--- src/hdl/ofd_regs.vh ---
`ifndef OFD_REGS_VH
`define OFD_REGS_VH

// Register byte offsets (APB, one aligned word each)
`define OFD_INSN_OFS 8'h00
`define OFD_CTRL_OFS 8'h04
`define OFD_EXT_OFS 8'h08
`define OFD_RES0_OFS 8'h0c
`define OFD_RES1_OFS 8'h10
`define OFD_RES2_OFS 8'h14
`define OFD_RES3_OFS 8'h18
`define OFD_STAT_OFS 8'h1c
`define OFD_FUPD_OFS 8'h20

// Instruction word layout
`define OFD_INSN_W 24
`define OFD_OPC_MSB 23
`define OFD_OPC_LSB 16

// Control register fields
`define OFD_CTRL_CLASS_LSB 0
`define OFD_CTRL_SIZE_LSB 4
`define OFD_CTRL_BASE_LSB 6
`define OFD_CTRL_WB_DEST_LSB 10
`define OFD_CTRL_RST 12'h000

// Operand classes
`define OFD_CL_FILE 4'h0
`define OFD_CL_WOPS 4'h1
`define OFD_CL_ULIT 4'h2
`define OFD_CL_SLIT 4'h3
`define OFD_CL_BIT 4'h4
`define OFD_CL_MAC 4'h5
`define OFD_CL_SQR 4'h6
`define OFD_CL_DIV 4'h7
`define OFD_CL_PADDR 4'h8
`define OFD_CL_DSPOP 4'h9

// Operation sizes; word is the default encoding
`define OFD_SZ_WORD 2'h0
`define OFD_SZ_BYTE 2'h1
`define OFD_SZ_DWORD 2'h2

// Addressing modes of a register operand
`define OFD_AM_DIRECT 3'h0
`define OFD_AM_IND 3'h1
`define OFD_AM_POSTDEC 3'h2
`define OFD_AM_POSTINC 3'h3
`define OFD_AM_PREDEC 3'h4
`define OFD_AM_PREINC 3'h5
`define OFD_AM_REGOFS 3'h6

// Write-back destination codes
`define OFD_WB_DEST_NONE 2'h0
`define OFD_WB_DEST_DIRECT 2'h1
`define OFD_WB_DEST_POSTINC 2'h2

// Fixed registers and limits
`define OFD_FILE_MAX 15'h1fff
`define OFD_BYTE_LIT_MAX 10'h0ff
`define OFD_W0 4'h0
`define OFD_W4 4'h4
`define OFD_W8 4'h8
`define OFD_W10 4'ha
`define OFD_W12 4'hc
`define OFD_W13 4'hd

// Status register bit positions
`define OFD_ST_C 0
`define OFD_ST_HALF_CARRY 1
`define OFD_ST_N 2
`define OFD_ST_SIGNED_OVERFLOW 3
`define OFD_ST_Z 4
`define OFD_ST_ACC_A_OVERFLOW 8
`define OFD_ST_ACC_B_OVERFLOW 9
`define OFD_ST_ACC_A_SATURATE 10
`define OFD_ST_ACC_B_SATURATE 11

`endif

--- src/hdl/ofd_operand_decoder.v ---
`timescale 1ns/1ps
`include "ofd_regs.vh"

module ofd_operand_decoder #(
  // Instruction word width and width of the program-address extension
  parameter INSN_W = 24,
  parameter EXT_W = 7
) (
  // Clock and asynchronous active-low reset
  input wire pclk,
  input wire presetn,
  // APB slave side
  input wire psel,
  input wire penable,
  input wire pwrite,
  input wire [7:0] paddr,
  input wire [31:0] pwdata,
  output reg [31:0] prdata,
  output reg pready,
  output reg pslverr,
  // Decode handshake and result words
  output reg dec_valid,
  output reg dec_exec,
  output reg dec_illegal,
  output reg [31:0] dec_res0,
  output reg [31:0] dec_res1,
  output reg [31:0] dec_res2,
  output reg [31:0] dec_res3,
  // Mirror of the status flag register
  output reg [11:0] status_flags
);

  // Software-visible source registers
  reg [INSN_W-1:0] insn_r; // Instruction word under decode
  reg [11:0] ctrl_r; // Class, size, base register, write-back
  reg [EXT_W-1:0] ext_r; // Upper bits of the program address literal
  reg start_r; // One-cycle pulse after an instruction write

  // APB decode terms
  // A transfer is taken once, on the edge before pready rises
  wire acc_phase; // Access phase, answer not yet given
  wire wr_ev; // Write takes effect this edge
  wire addr_ok; // Address hits a mapped register
  assign acc_phase = psel & penable & ~pready;
  assign wr_ev = acc_phase & pwrite;
  assign addr_ok = (paddr == `OFD_INSN_OFS) | (paddr == `OFD_CTRL_OFS) | (paddr == `OFD_EXT_OFS) |
                   (paddr == `OFD_RES0_OFS) | (paddr == `OFD_RES1_OFS) | (paddr == `OFD_RES2_OFS) |
                   (paddr == `OFD_RES3_OFS) | (paddr == `OFD_STAT_OFS) | (paddr == `OFD_FUPD_OFS);

  // Control fields
  // Fields are read live, so software writes the control word before the instruction
  wire [3:0] cl; // Operand class
  wire [1:0] sz; // Size suffix code
  wire [3:0] base_f; // Base register field
  wire [1:0] acc_writeback_dest_f; // Write-back destination code
  wire [7:0] opc; // Opcode byte
  wire [15:0] opf; // Operand bits
  assign cl = ctrl_r[`OFD_CTRL_CLASS_LSB+3:`OFD_CTRL_CLASS_LSB];
  assign sz = ctrl_r[`OFD_CTRL_SIZE_LSB+1:`OFD_CTRL_SIZE_LSB];
  assign base_f = ctrl_r[`OFD_CTRL_BASE_LSB+3:`OFD_CTRL_BASE_LSB];
  assign acc_writeback_dest_f = ctrl_r[`OFD_CTRL_WB_DEST_LSB+1:`OFD_CTRL_WB_DEST_LSB];
  assign opc = insn_r[`OFD_OPC_MSB:`OFD_OPC_LSB];
  assign opf = insn_r[15:0];

  // Mode legality: general operands stop at pre-increment, DSP ones allow offset
  // Mode code 7 is never legal; offset mode is refused unless the caller allows it
  // A refused mode makes the whole word illegal rather than falling back to direct
  function mode_ok;
    input [2:0] mode;
    input allow_ofs;
    begin
      mode_ok = (mode <= `OFD_AM_PREINC) | (allow_ofs & (mode == `OFD_AM_REGOFS));
    end
  endfunction

  // Prefetch code: 0..6 first pointer, 7..13 second, 14 indexed by the second pointer, 15 none
  // Result is {indexed, signed step[3:0], pointer[3:0], enable}
  // Both spaces share the table; only the first pointer register differs
  // Steps are kept as signed nibbles so the address unit can add them directly
  function [9:0] pf_dec;
    input [3:0] code;
    input [3:0] first;
    reg [3:0] kk;
    reg [2:0] k;
    reg [3:0] step;
    reg [3:0] ptr;
    begin
      // Fold the second pointer's codes onto the same step table
      kk = (code < 4'h7) ? code : code - 4'h7;
      k = kk[2:0];
      ptr = (code < 4'h7) ? first : first + 4'h1;
      case (k)
        3'h0: step = 4'h6;
        3'h1: step = 4'h4;
        3'h2: step = 4'h2;
        3'h4: step = 4'ha;
        3'h5: step = 4'hc;
        3'h6: step = 4'he;
        default: step = 4'h0;
      endcase
      if (code == 4'hf) begin
        pf_dec = 10'h000; // Prefetch omitted
      end else if (code == 4'he) begin
        pf_dec = {1'b1, 4'h0, first + 4'h1, 1'b1};
      end else begin
        pf_dec = {1'b0, step, ptr, 1'b1};
      end
    end
  endfunction

  // Distinct multiplier pairs; bit 8 marks an unused code
  // Only six of eight codes name a pair; the rest are refused as illegal
  // Listing the pairs keeps the factor order fixed for the multiplier
  function [8:0] pair_dec;
    input [2:0] code;
    begin
      case (code)
        3'h0: pair_dec = {1'b0, 4'h4, 4'h5};
        3'h1: pair_dec = {1'b0, 4'h4, 4'h6};
        3'h2: pair_dec = {1'b0, 4'h4, 4'h7};
        3'h3: pair_dec = {1'b0, 4'h5, 4'h6};
        3'h4: pair_dec = {1'b0, 4'h5, 4'h7};
        3'h5: pair_dec = {1'b0, 4'h6, 4'h7};
        default: pair_dec = {1'b1, 8'h00};
      endcase
    end
  endfunction

  // Combinational decode results
  // Every field has a default, so no class leaves a latch behind
  reg ill_nxt; // Word is illegal
  reg [3:0] src_nxt;
  reg [2:0] smode_nxt;
  reg [3:0] dst_nxt;
  reg [2:0] dmode_nxt;
  reg dst_w0_nxt;
  reg acc_nxt;
  reg [22:0] lit_nxt;
  reg [3:0] mula_nxt;
  reg [3:0] mulb_nxt;
  reg [3:0] xd_nxt;
  reg [3:0] yd_nxt;
  // Prefetch and write-back fields, used by the multiply classes
  reg [1:0] acc_writeback_dest_nxt;
  reg [9:0] xpf_nxt;
  reg [9:0] ypf_nxt;
  reg [8:0] pair_w;

  // Field extraction and legality per class
  // Defaults follow the general register layout; each class except register to register then overrides
  always @* begin
    ill_nxt = (sz > `OFD_SZ_DWORD);
    src_nxt = opf[3:0];
    smode_nxt = opf[6:4];
    dst_nxt = opf[10:7];
    dmode_nxt = opf[13:11];
    dst_w0_nxt = 1'b0;
    acc_nxt = 1'b0;
    lit_nxt = 23'h000000;
    mula_nxt = 4'h0;
    mulb_nxt = 4'h0;
    xd_nxt = `OFD_W4 + {2'b00, opf[13:12]};
    yd_nxt = `OFD_W4 + {2'b00, opf[15:14]};
    acc_writeback_dest_nxt = acc_writeback_dest_f;
    xpf_nxt = pf_dec(opf[7:4], `OFD_W8);
    ypf_nxt = pf_dec(opf[11:8], `OFD_W10);
    pair_w = pair_dec(opf[3:1]);
    case (cl)
      // File register: 13-bit address, top bit routes the result to W0
      `OFD_CL_FILE: begin
        lit_nxt = {8'h00, opf[14:0]};
        ill_nxt = ill_nxt | (opf[14:0] > `OFD_FILE_MAX);
        dst_w0_nxt = opf[15];
        dst_nxt = `OFD_W0;
        src_nxt = `OFD_W0;
      end
      // Register to register: general modes only
      `OFD_CL_WOPS: begin
        ill_nxt = ill_nxt | ~mode_ok(smode_nxt, 1'b0) | ~mode_ok(dmode_nxt, 1'b0);
      end
      // Accumulator operand: offset mode allowed, accumulator in bit 14
      `OFD_CL_DSPOP: begin
        acc_nxt = opf[14];
        ill_nxt = ill_nxt | ~mode_ok(smode_nxt, 1'b1) | ~mode_ok(dmode_nxt, 1'b1);
      end
      // Unsigned literal: byte operations take only the low 8-bit range
      `OFD_CL_ULIT: begin
        lit_nxt = {13'h0000, opf[9:0]};
        dst_nxt = opf[13:10];
        ill_nxt = ill_nxt | ((sz == `OFD_SZ_BYTE) & (opf[9:0] > `OFD_BYTE_LIT_MAX));
      end
      // Signed literal: sign bit copied up to the literal width
      `OFD_CL_SLIT: begin
        lit_nxt = {{13{opf[9]}}, opf[9:0]};
        dst_nxt = opf[13:10];
      end
      // Bit operation: every 4-bit position is legal, the mode is checked
      `OFD_CL_BIT: begin
        lit_nxt = {19'h00000, opf[3:0]};
        src_nxt = opf[7:4];
        smode_nxt = opf[10:8];
        ill_nxt = ill_nxt | ~mode_ok(opf[10:8], 1'b0);
      end
      // Multiply: pair table, write-back code checked
      `OFD_CL_MAC: begin
        acc_nxt = opf[0];
        mula_nxt = pair_w[7:4];
        mulb_nxt = pair_w[3:0];
        ill_nxt = ill_nxt | pair_w[8] | (acc_writeback_dest_f > `OFD_WB_DEST_POSTINC);
      end
      // Square: both factors the same register, spare bit must be clear
      `OFD_CL_SQR: begin
        acc_nxt = opf[0];
        mula_nxt = `OFD_W4 + {2'b00, opf[2:1]};
        mulb_nxt = `OFD_W4 + {2'b00, opf[2:1]};
        ill_nxt = ill_nxt | opf[3] | (acc_writeback_dest_f > `OFD_WB_DEST_POSTINC);
      end
      // Divide: both operands must be plain registers
      `OFD_CL_DIV: begin
        dst_nxt = opf[7:4];
        smode_nxt = opf[10:8];
        dmode_nxt = opf[13:11];
        ill_nxt = ill_nxt | (opf[10:8] != `OFD_AM_DIRECT) | (opf[13:11] != `OFD_AM_DIRECT);
      end
      // Program address: extension bits on top, must be even
      `OFD_CL_PADDR: begin
        lit_nxt = {ext_r, opf};
        ill_nxt = ill_nxt | opf[0];
      end
      // Codes 10 to 15 decode to nothing
      default: begin
        ill_nxt = 1'b1; // Unknown class
      end
    endcase
  end

  // Prefetch and write-back only mean something for multiply classes
  // Other classes report zero there so stale codes never reach the address units
  wire dsp_cl;
  assign dsp_cl = (cl == `OFD_CL_MAC) | (cl == `OFD_CL_SQR);

  // Result words assembled from the decode
  // Layouts are fixed so software can read any field without knowing the class
  wire [31:0] res0_w;
  wire [31:0] res1_w;
  wire [31:0] res2_w;
  wire [31:0] res3_w;
  assign res0_w = {8'h00, dst_w0_nxt, acc_nxt, base_f, dmode_nxt, dst_nxt, smode_nxt, src_nxt, sz, 2'b00};
  assign res1_w = {1'b0, lit_nxt, 8'h00};
  assign res2_w = dsp_cl ? {14'h0000, acc_writeback_dest_nxt, yd_nxt, xd_nxt, mulb_nxt, mula_nxt} :
                  {14'h0000, 2'b00, 16'h0000};
  assign res3_w = dsp_cl ? {6'h00, ypf_nxt, 6'h00, xpf_nxt} : 32'h00000000;

  // Sticky zero: a flag update may clear Z, never set it
  // Lets a chain of partial results keep one zero verdict for the whole value
  wire [11:0] fupd_w;
  assign fupd_w = {pwdata[`OFD_ST_ACC_B_SATURATE], pwdata[`OFD_ST_ACC_A_SATURATE],
                   pwdata[`OFD_ST_ACC_B_OVERFLOW], pwdata[`OFD_ST_ACC_A_OVERFLOW], 3'b000,
                   status_flags[`OFD_ST_Z] & pwdata[`OFD_ST_Z], pwdata[`OFD_ST_SIGNED_OVERFLOW],
                   pwdata[`OFD_ST_N], pwdata[`OFD_ST_HALF_CARRY], pwdata[`OFD_ST_C]};

  // Read mux
  // Write-only and unmapped places read as zero rather than echoing the bus
  reg [31:0] rd_nxt;
  always @* begin
    case (paddr)
      `OFD_INSN_OFS: rd_nxt = {8'h00, insn_r};
      `OFD_CTRL_OFS: rd_nxt = {20'h00000, ctrl_r};
      `OFD_EXT_OFS: rd_nxt = {25'h0000000, ext_r};
      `OFD_RES0_OFS: rd_nxt = dec_res0;
      `OFD_RES1_OFS: rd_nxt = dec_res1;
      `OFD_RES2_OFS: rd_nxt = dec_res2;
      `OFD_RES3_OFS: rd_nxt = dec_res3;
      `OFD_STAT_OFS: rd_nxt = {20'h00000, status_flags};
      default: rd_nxt = 32'h00000000; // Unmapped and write-only read as zero
    endcase
  end

  // APB slave: one wait state, answer registered
  // Registering the answer keeps prdata and pready straight from flip-flops
  always @(posedge pclk or negedge presetn) begin
    if (!presetn) begin
      pready <= 1'b0;
      pslverr <= 1'b0;
      prdata <= 32'h00000000;
    end else begin
      pready <= acc_phase;
      pslverr <= acc_phase & ~addr_ok;
      prdata <= (acc_phase & ~pwrite) ? rd_nxt : 32'h00000000;
    end
  end

  // Software-written registers
  // The instruction write also launches the decode one cycle later
  always @(posedge pclk or negedge presetn) begin
    if (!presetn) begin
      insn_r <= {INSN_W{1'b0}};
      ctrl_r <= `OFD_CTRL_RST;
      ext_r <= {EXT_W{1'b0}};
      start_r <= 1'b0;
    end else begin
      start_r <= wr_ev & (paddr == `OFD_INSN_OFS);
      if (wr_ev & (paddr == `OFD_INSN_OFS)) begin
        insn_r <= pwdata[INSN_W-1:0];
      end
      if (wr_ev & (paddr == `OFD_CTRL_OFS)) begin
        ctrl_r <= pwdata[11:0];
      end
      if (wr_ev & (paddr == `OFD_EXT_OFS)) begin
        ext_r <= pwdata[EXT_W-1:0];
      end
    end
  end

  // Status flags; the update port keeps zero sticky
  // A direct write loads every flag; unused bits stay zero
  always @(posedge pclk or negedge presetn) begin
    if (!presetn) begin
      status_flags <= 12'h000;
    end else if (wr_ev & (paddr == `OFD_STAT_OFS)) begin
      status_flags <= {pwdata[11:8], 3'b000, pwdata[4:0]};
    end else if (wr_ev & (paddr == `OFD_FUPD_OFS)) begin
      status_flags <= fupd_w;
    end
  end

  // Latch results one cycle after the instruction write
  // dec_valid and dec_exec pulse for one cycle; the verdict and words hold
  always @(posedge pclk or negedge presetn) begin
    if (!presetn) begin
      dec_valid <= 1'b0;
      dec_exec <= 1'b0;
      dec_illegal <= 1'b0;
      dec_res0 <= 32'h00000000;
      dec_res1 <= 32'h00000000;
      dec_res2 <= 32'h00000000;
      dec_res3 <= 32'h00000000;
    end else begin
      dec_valid <= start_r;
      dec_exec <= start_r & ~ill_nxt;
      if (start_r) begin
        dec_illegal <= ill_nxt;
        // Illegal words keep only the opcode and flag, so nothing downstream acts on stale fields
        dec_res0 <= ill_nxt ? 32'h00000001 : res0_w;
        dec_res1 <= ill_nxt ? {24'h000000, opc} : (res1_w | {24'h000000, opc});
        dec_res2 <= ill_nxt ? 32'h00000000 : res2_w;
        dec_res3 <= ill_nxt ? 32'h00000000 : res3_w;
      end
    end
  end

endmodule

--- config.mk ---
export PLATFORM = sky130hd
export DESIGN_NAME = ofd_operand_decoder
export DESIGN_NICKNAME = d
export VERILOG_FILES = /design/src/hdl/ofd_operand_decoder.v
export VERILOG_INCLUDE_DIRS = /design/src /design/src/hdl
export SDC_FILE = /design/constraint.sdc
export NUM_CORES = 1
export LEC_CHECK = 0
export BUFFER_PORTS_ARGS = -buffer_cell sky130_fd_sc_hd__clkbuf_2
export CAP_MARGIN = 20
export CELL_PAD_IN_SITES_DETAIL_PLACEMENT = 1
export CELL_PAD_IN_SITES_GLOBAL_PLACEMENT = 1
export CORE_MARGIN = 2
export CORE_UTILIZATION = 25
export CTS_BUF_LIST = sky130_fd_sc_hd__clkbuf_8 sky130_fd_sc_hd__clkbuf_16
export DETAILED_ROUTE_END_ITERATION = 8
export PLACE_DENSITY = 0.61
export SLEW_MARGIN = 10
export SYNTH_ARGS = -nofsm -noshare
export SYNTH_HDL_FRONTEND = slang
export SYNTH_SLANG_ARGS = --single-unit
--- constraint.sdc ---
create_clock -name pclk -period 2.9 [get_ports pclk]
set_clock_uncertainty 0.1 [all_clocks]
set_input_delay 0.145 -clock pclk [delete_from_list [all_inputs] [get_ports pclk]]
set_output_delay 0.145 -clock pclk [all_outputs]
set_load 0.05 [all_outputs]
==> results.cfg <==
[yosys]
synth-edff-count = 0
yosysTopAreaCell = dfrtp_1
yosys.cell_count.top_type = dfrtp_1
yosys_warnings = 0
synthFlopType = dfrtp_1
syn_inst = 868
syn-cell-area_um2 = 8770
synth_top_cell_area_share_pct = 47.4
synth-async-reset-ratio_pct = 100
synth-seq-cells = 166
syn_area_per_cell_um2 = 10.1
yosys-top-cells-area = dfrtp_1 47%, mux2_2 8.2%, buf_4 5.0%
yosys-top-cells-count = 166 x dfrtp_1, 67 x inv_1, 64 x mux2_2, 63 x nand2_1, 58 x buf_4
ys_seq_area_share_pct = 47.4
ys_types = 66

[placement]
placed_cells = 1456
dp_hpwl_um = 24300
dp_slack_ps = 307
gp_congestion = 0.864
io_buffer_count = 164

[critical_path]
worstPathCellList = dlygate4sd3_1, clkbuf_2, nand2_1, dlygate4sd3_1, or2_2, inv_1, and2_1, nand2_1, mux2_2
critPathRequiredTime_ps = 3120
crit_family = buffers and inverters
arrival_ps = 2890
worst-path-stages = 9
slowest_delay_ps = 530
path_buf_inv = 4
cp_slowest_cell = dlygate4sd3_1
crit_path_max_fanout = 12
reg2regPathDepth = 8
criticalPathCategory = input port to flop
critPathCaptureType = flop
cp-start-kind = input port

[flow_run]
drv_cap = 0

[hold_path]
hp-class = input port to flop
holdPathStages = 3

[final_layout]
syn_to_final_growth_pct = 24.6
fillerInstances = 3965
final_nets = 1101
drive_above_1_share_pct = 30.5
fin_cells = 1518

[grt]
grt_pass1_vias = 7802
antenna_found_initial = 1
grt_pass1_wl_um = 50300
grt_max_degree = 81
gr-usage-all-layers_pct = 18.4
grt-ovfl-total = 0

[sta]
finalHoldViolCount = 0
period_minus_slack_ps = 2670
fmax_mhz = 375
relSlewSlack_pct = 36.8
setup_viol = 0
timing.setup.tns_ps = 0
maxSlewViolCount = 0
timing.final.ws_setup_ps = 231
worst_slew_pin_slew_ps = 948
fin_crit_sh_pct = 92.0
rsz0062_at_grt = no

[floorplanning]
std_cell_rows = 68
ios = 222
dieArea_um2 = 36600
start_util_pct = 25.4
die_w_um = 191
die_y_um = 191
core_area_um2 = 34500

[power]
p_leak_nw = 5.02
finalPower_mw = 5.17
power_density_nw_per_um2 = 473
ir_drop_mv = 0.380

[drt]
ant_nets = 0
drc_errors = 0
dr.pass1.iters = 6
wire_per_inst_um = 22.2
via_per_inst = 5.05
drt_wl_total_um = 33700
vias = 7666
dr.first_iter.drc_count = 723

[cts]
post-cts-setup-buffers = 0
cts_made_buffers = 17
cts.htree.levels = 4
clockRootBuffer = clkbuf_16
clkLatencyLatePin_ps = 440
cts_tree = yes
clkSlewWorstSetupHoldPaths_ps = 70
clkSinkCount = 166
cts_hold_buf = 29
clk_path_buf_depth = 2
ctsResizeCount = 0

[outcome]
status = finished clean
## where the power goes
group	switching, mW	internal (mW)
registers	0.0181	2.33
clock network	1.05	1.38
logic	0.302	0.0918
## per-stage QoR
| step | area [um^2] | hold slack (ps) | utilization, % |
|---|---|---|---|
| floorplan | 8950 | -251 | - |
| global placement | 10000 | 76.5 | 29.0 |
| detailed placement | 10000 | 77.6 | 29.0 |
| CTS | 10900 | 7.95 | 31.6 |
| global route | 10900 | 32.5 | 31.6 |
| finish | 10900 | 11.7 | 31.6 |
## worst paths after layout
kind,start,to,slack [ps]
max in group asynchronous,presetn,dec_res1[2],1790
hold reg to reg,insn_r[16],dec_res1[0],420
setup reg to reg,insn_r[5],dec_res0[11],240
min in group asynchronous,presetn,dec_res1[27],170
hold / removal,pwrite,prdata[28],10
setup / recovery,penable,ctrl_r[11],230
## flip-flops by register name (all words and copies together) (netlist names)
name          flops
insn_r           24
dec_res3         12
dec_res1         31
dec_valid         1
ctrl_r           12
status_flags      9
start_r           1
pready            1
prdata           31
ext_r             7
pslverr           1
dec_res0         23
dec_res2         12
dec_exec          1
## logic make-up (layout without fill, tap and decap cells)
| group | Yosys count | in the layout | share of synthesized area [%] |
|---|---|---|---|
| buffers and inverters | 199 | 345 | 11.7 |
| adders and majority gates | 7 | 7 | 0.998 |
| DFF | 166 | 166 | 47.4 |
| AOI/OAI and AO/OA | 208 | 208 | 17.7 |
| other | 1 | 50 | 0.0427 |
| muxes | 74 | 74 | 9.36 |
| and+or+nand+nor | 205 | 205 | 12.0 |
| xor gates and xnor gates | 8 | 8 | 0.799 |
## routing by layer
layer / GRT usage [%] / vias up / part of all wire, %
met5: 0 / - / 0.021
met4: 6.51 / 2 / 2.3
met3: 3.87 / 38 / 6.3
met2: 30.1 / 289 / 48
met1: 24.0 / 3948 / 44
li1: - / 3389 / -
## placed cells by master (no fill, tap or decap), types with 28 or more instances in the layout
cell type,netlist,layout
buf_4,58,50
o32ai_1,28,28
clkbuf_2,1,163
dlygate4sd3_1,0,29
dfrtp_1,166,165
nor2_1,31,31
inv_1,67,67
mux2_2,64,64
nand2_1,63,62
nand3_1,29,29
conb_1,1,49
a21oi_1,32,32
## area by class of cell
type | count | area, um^2 | area share, %
tap | 455 | 569 | 5.21
antenna | 1 | 2.50 | 0.0229
inverter | 67 | 251 | 2.30
clock buffer | 17 | 425 | 3.89
clock inverter | 15 | 190 | 1.74
sequential | 166 | 4160 | 38.0
multi-input combinational | 551 | 3780 | 34.6
timing repair buffer | 246 | 1550 | 14.2
## worst register-to-register path: stages, from the launching register on
cell and delay (ps):
dfrtp_1 580, inv_1 230, ha_1 180, nand2b_1 130, o221ai_1 130, a221oi_1 390
nand2_2 140, buf_4 230, o41ai_1 430
Note: power is estimated with default switching activity, not from simulation.
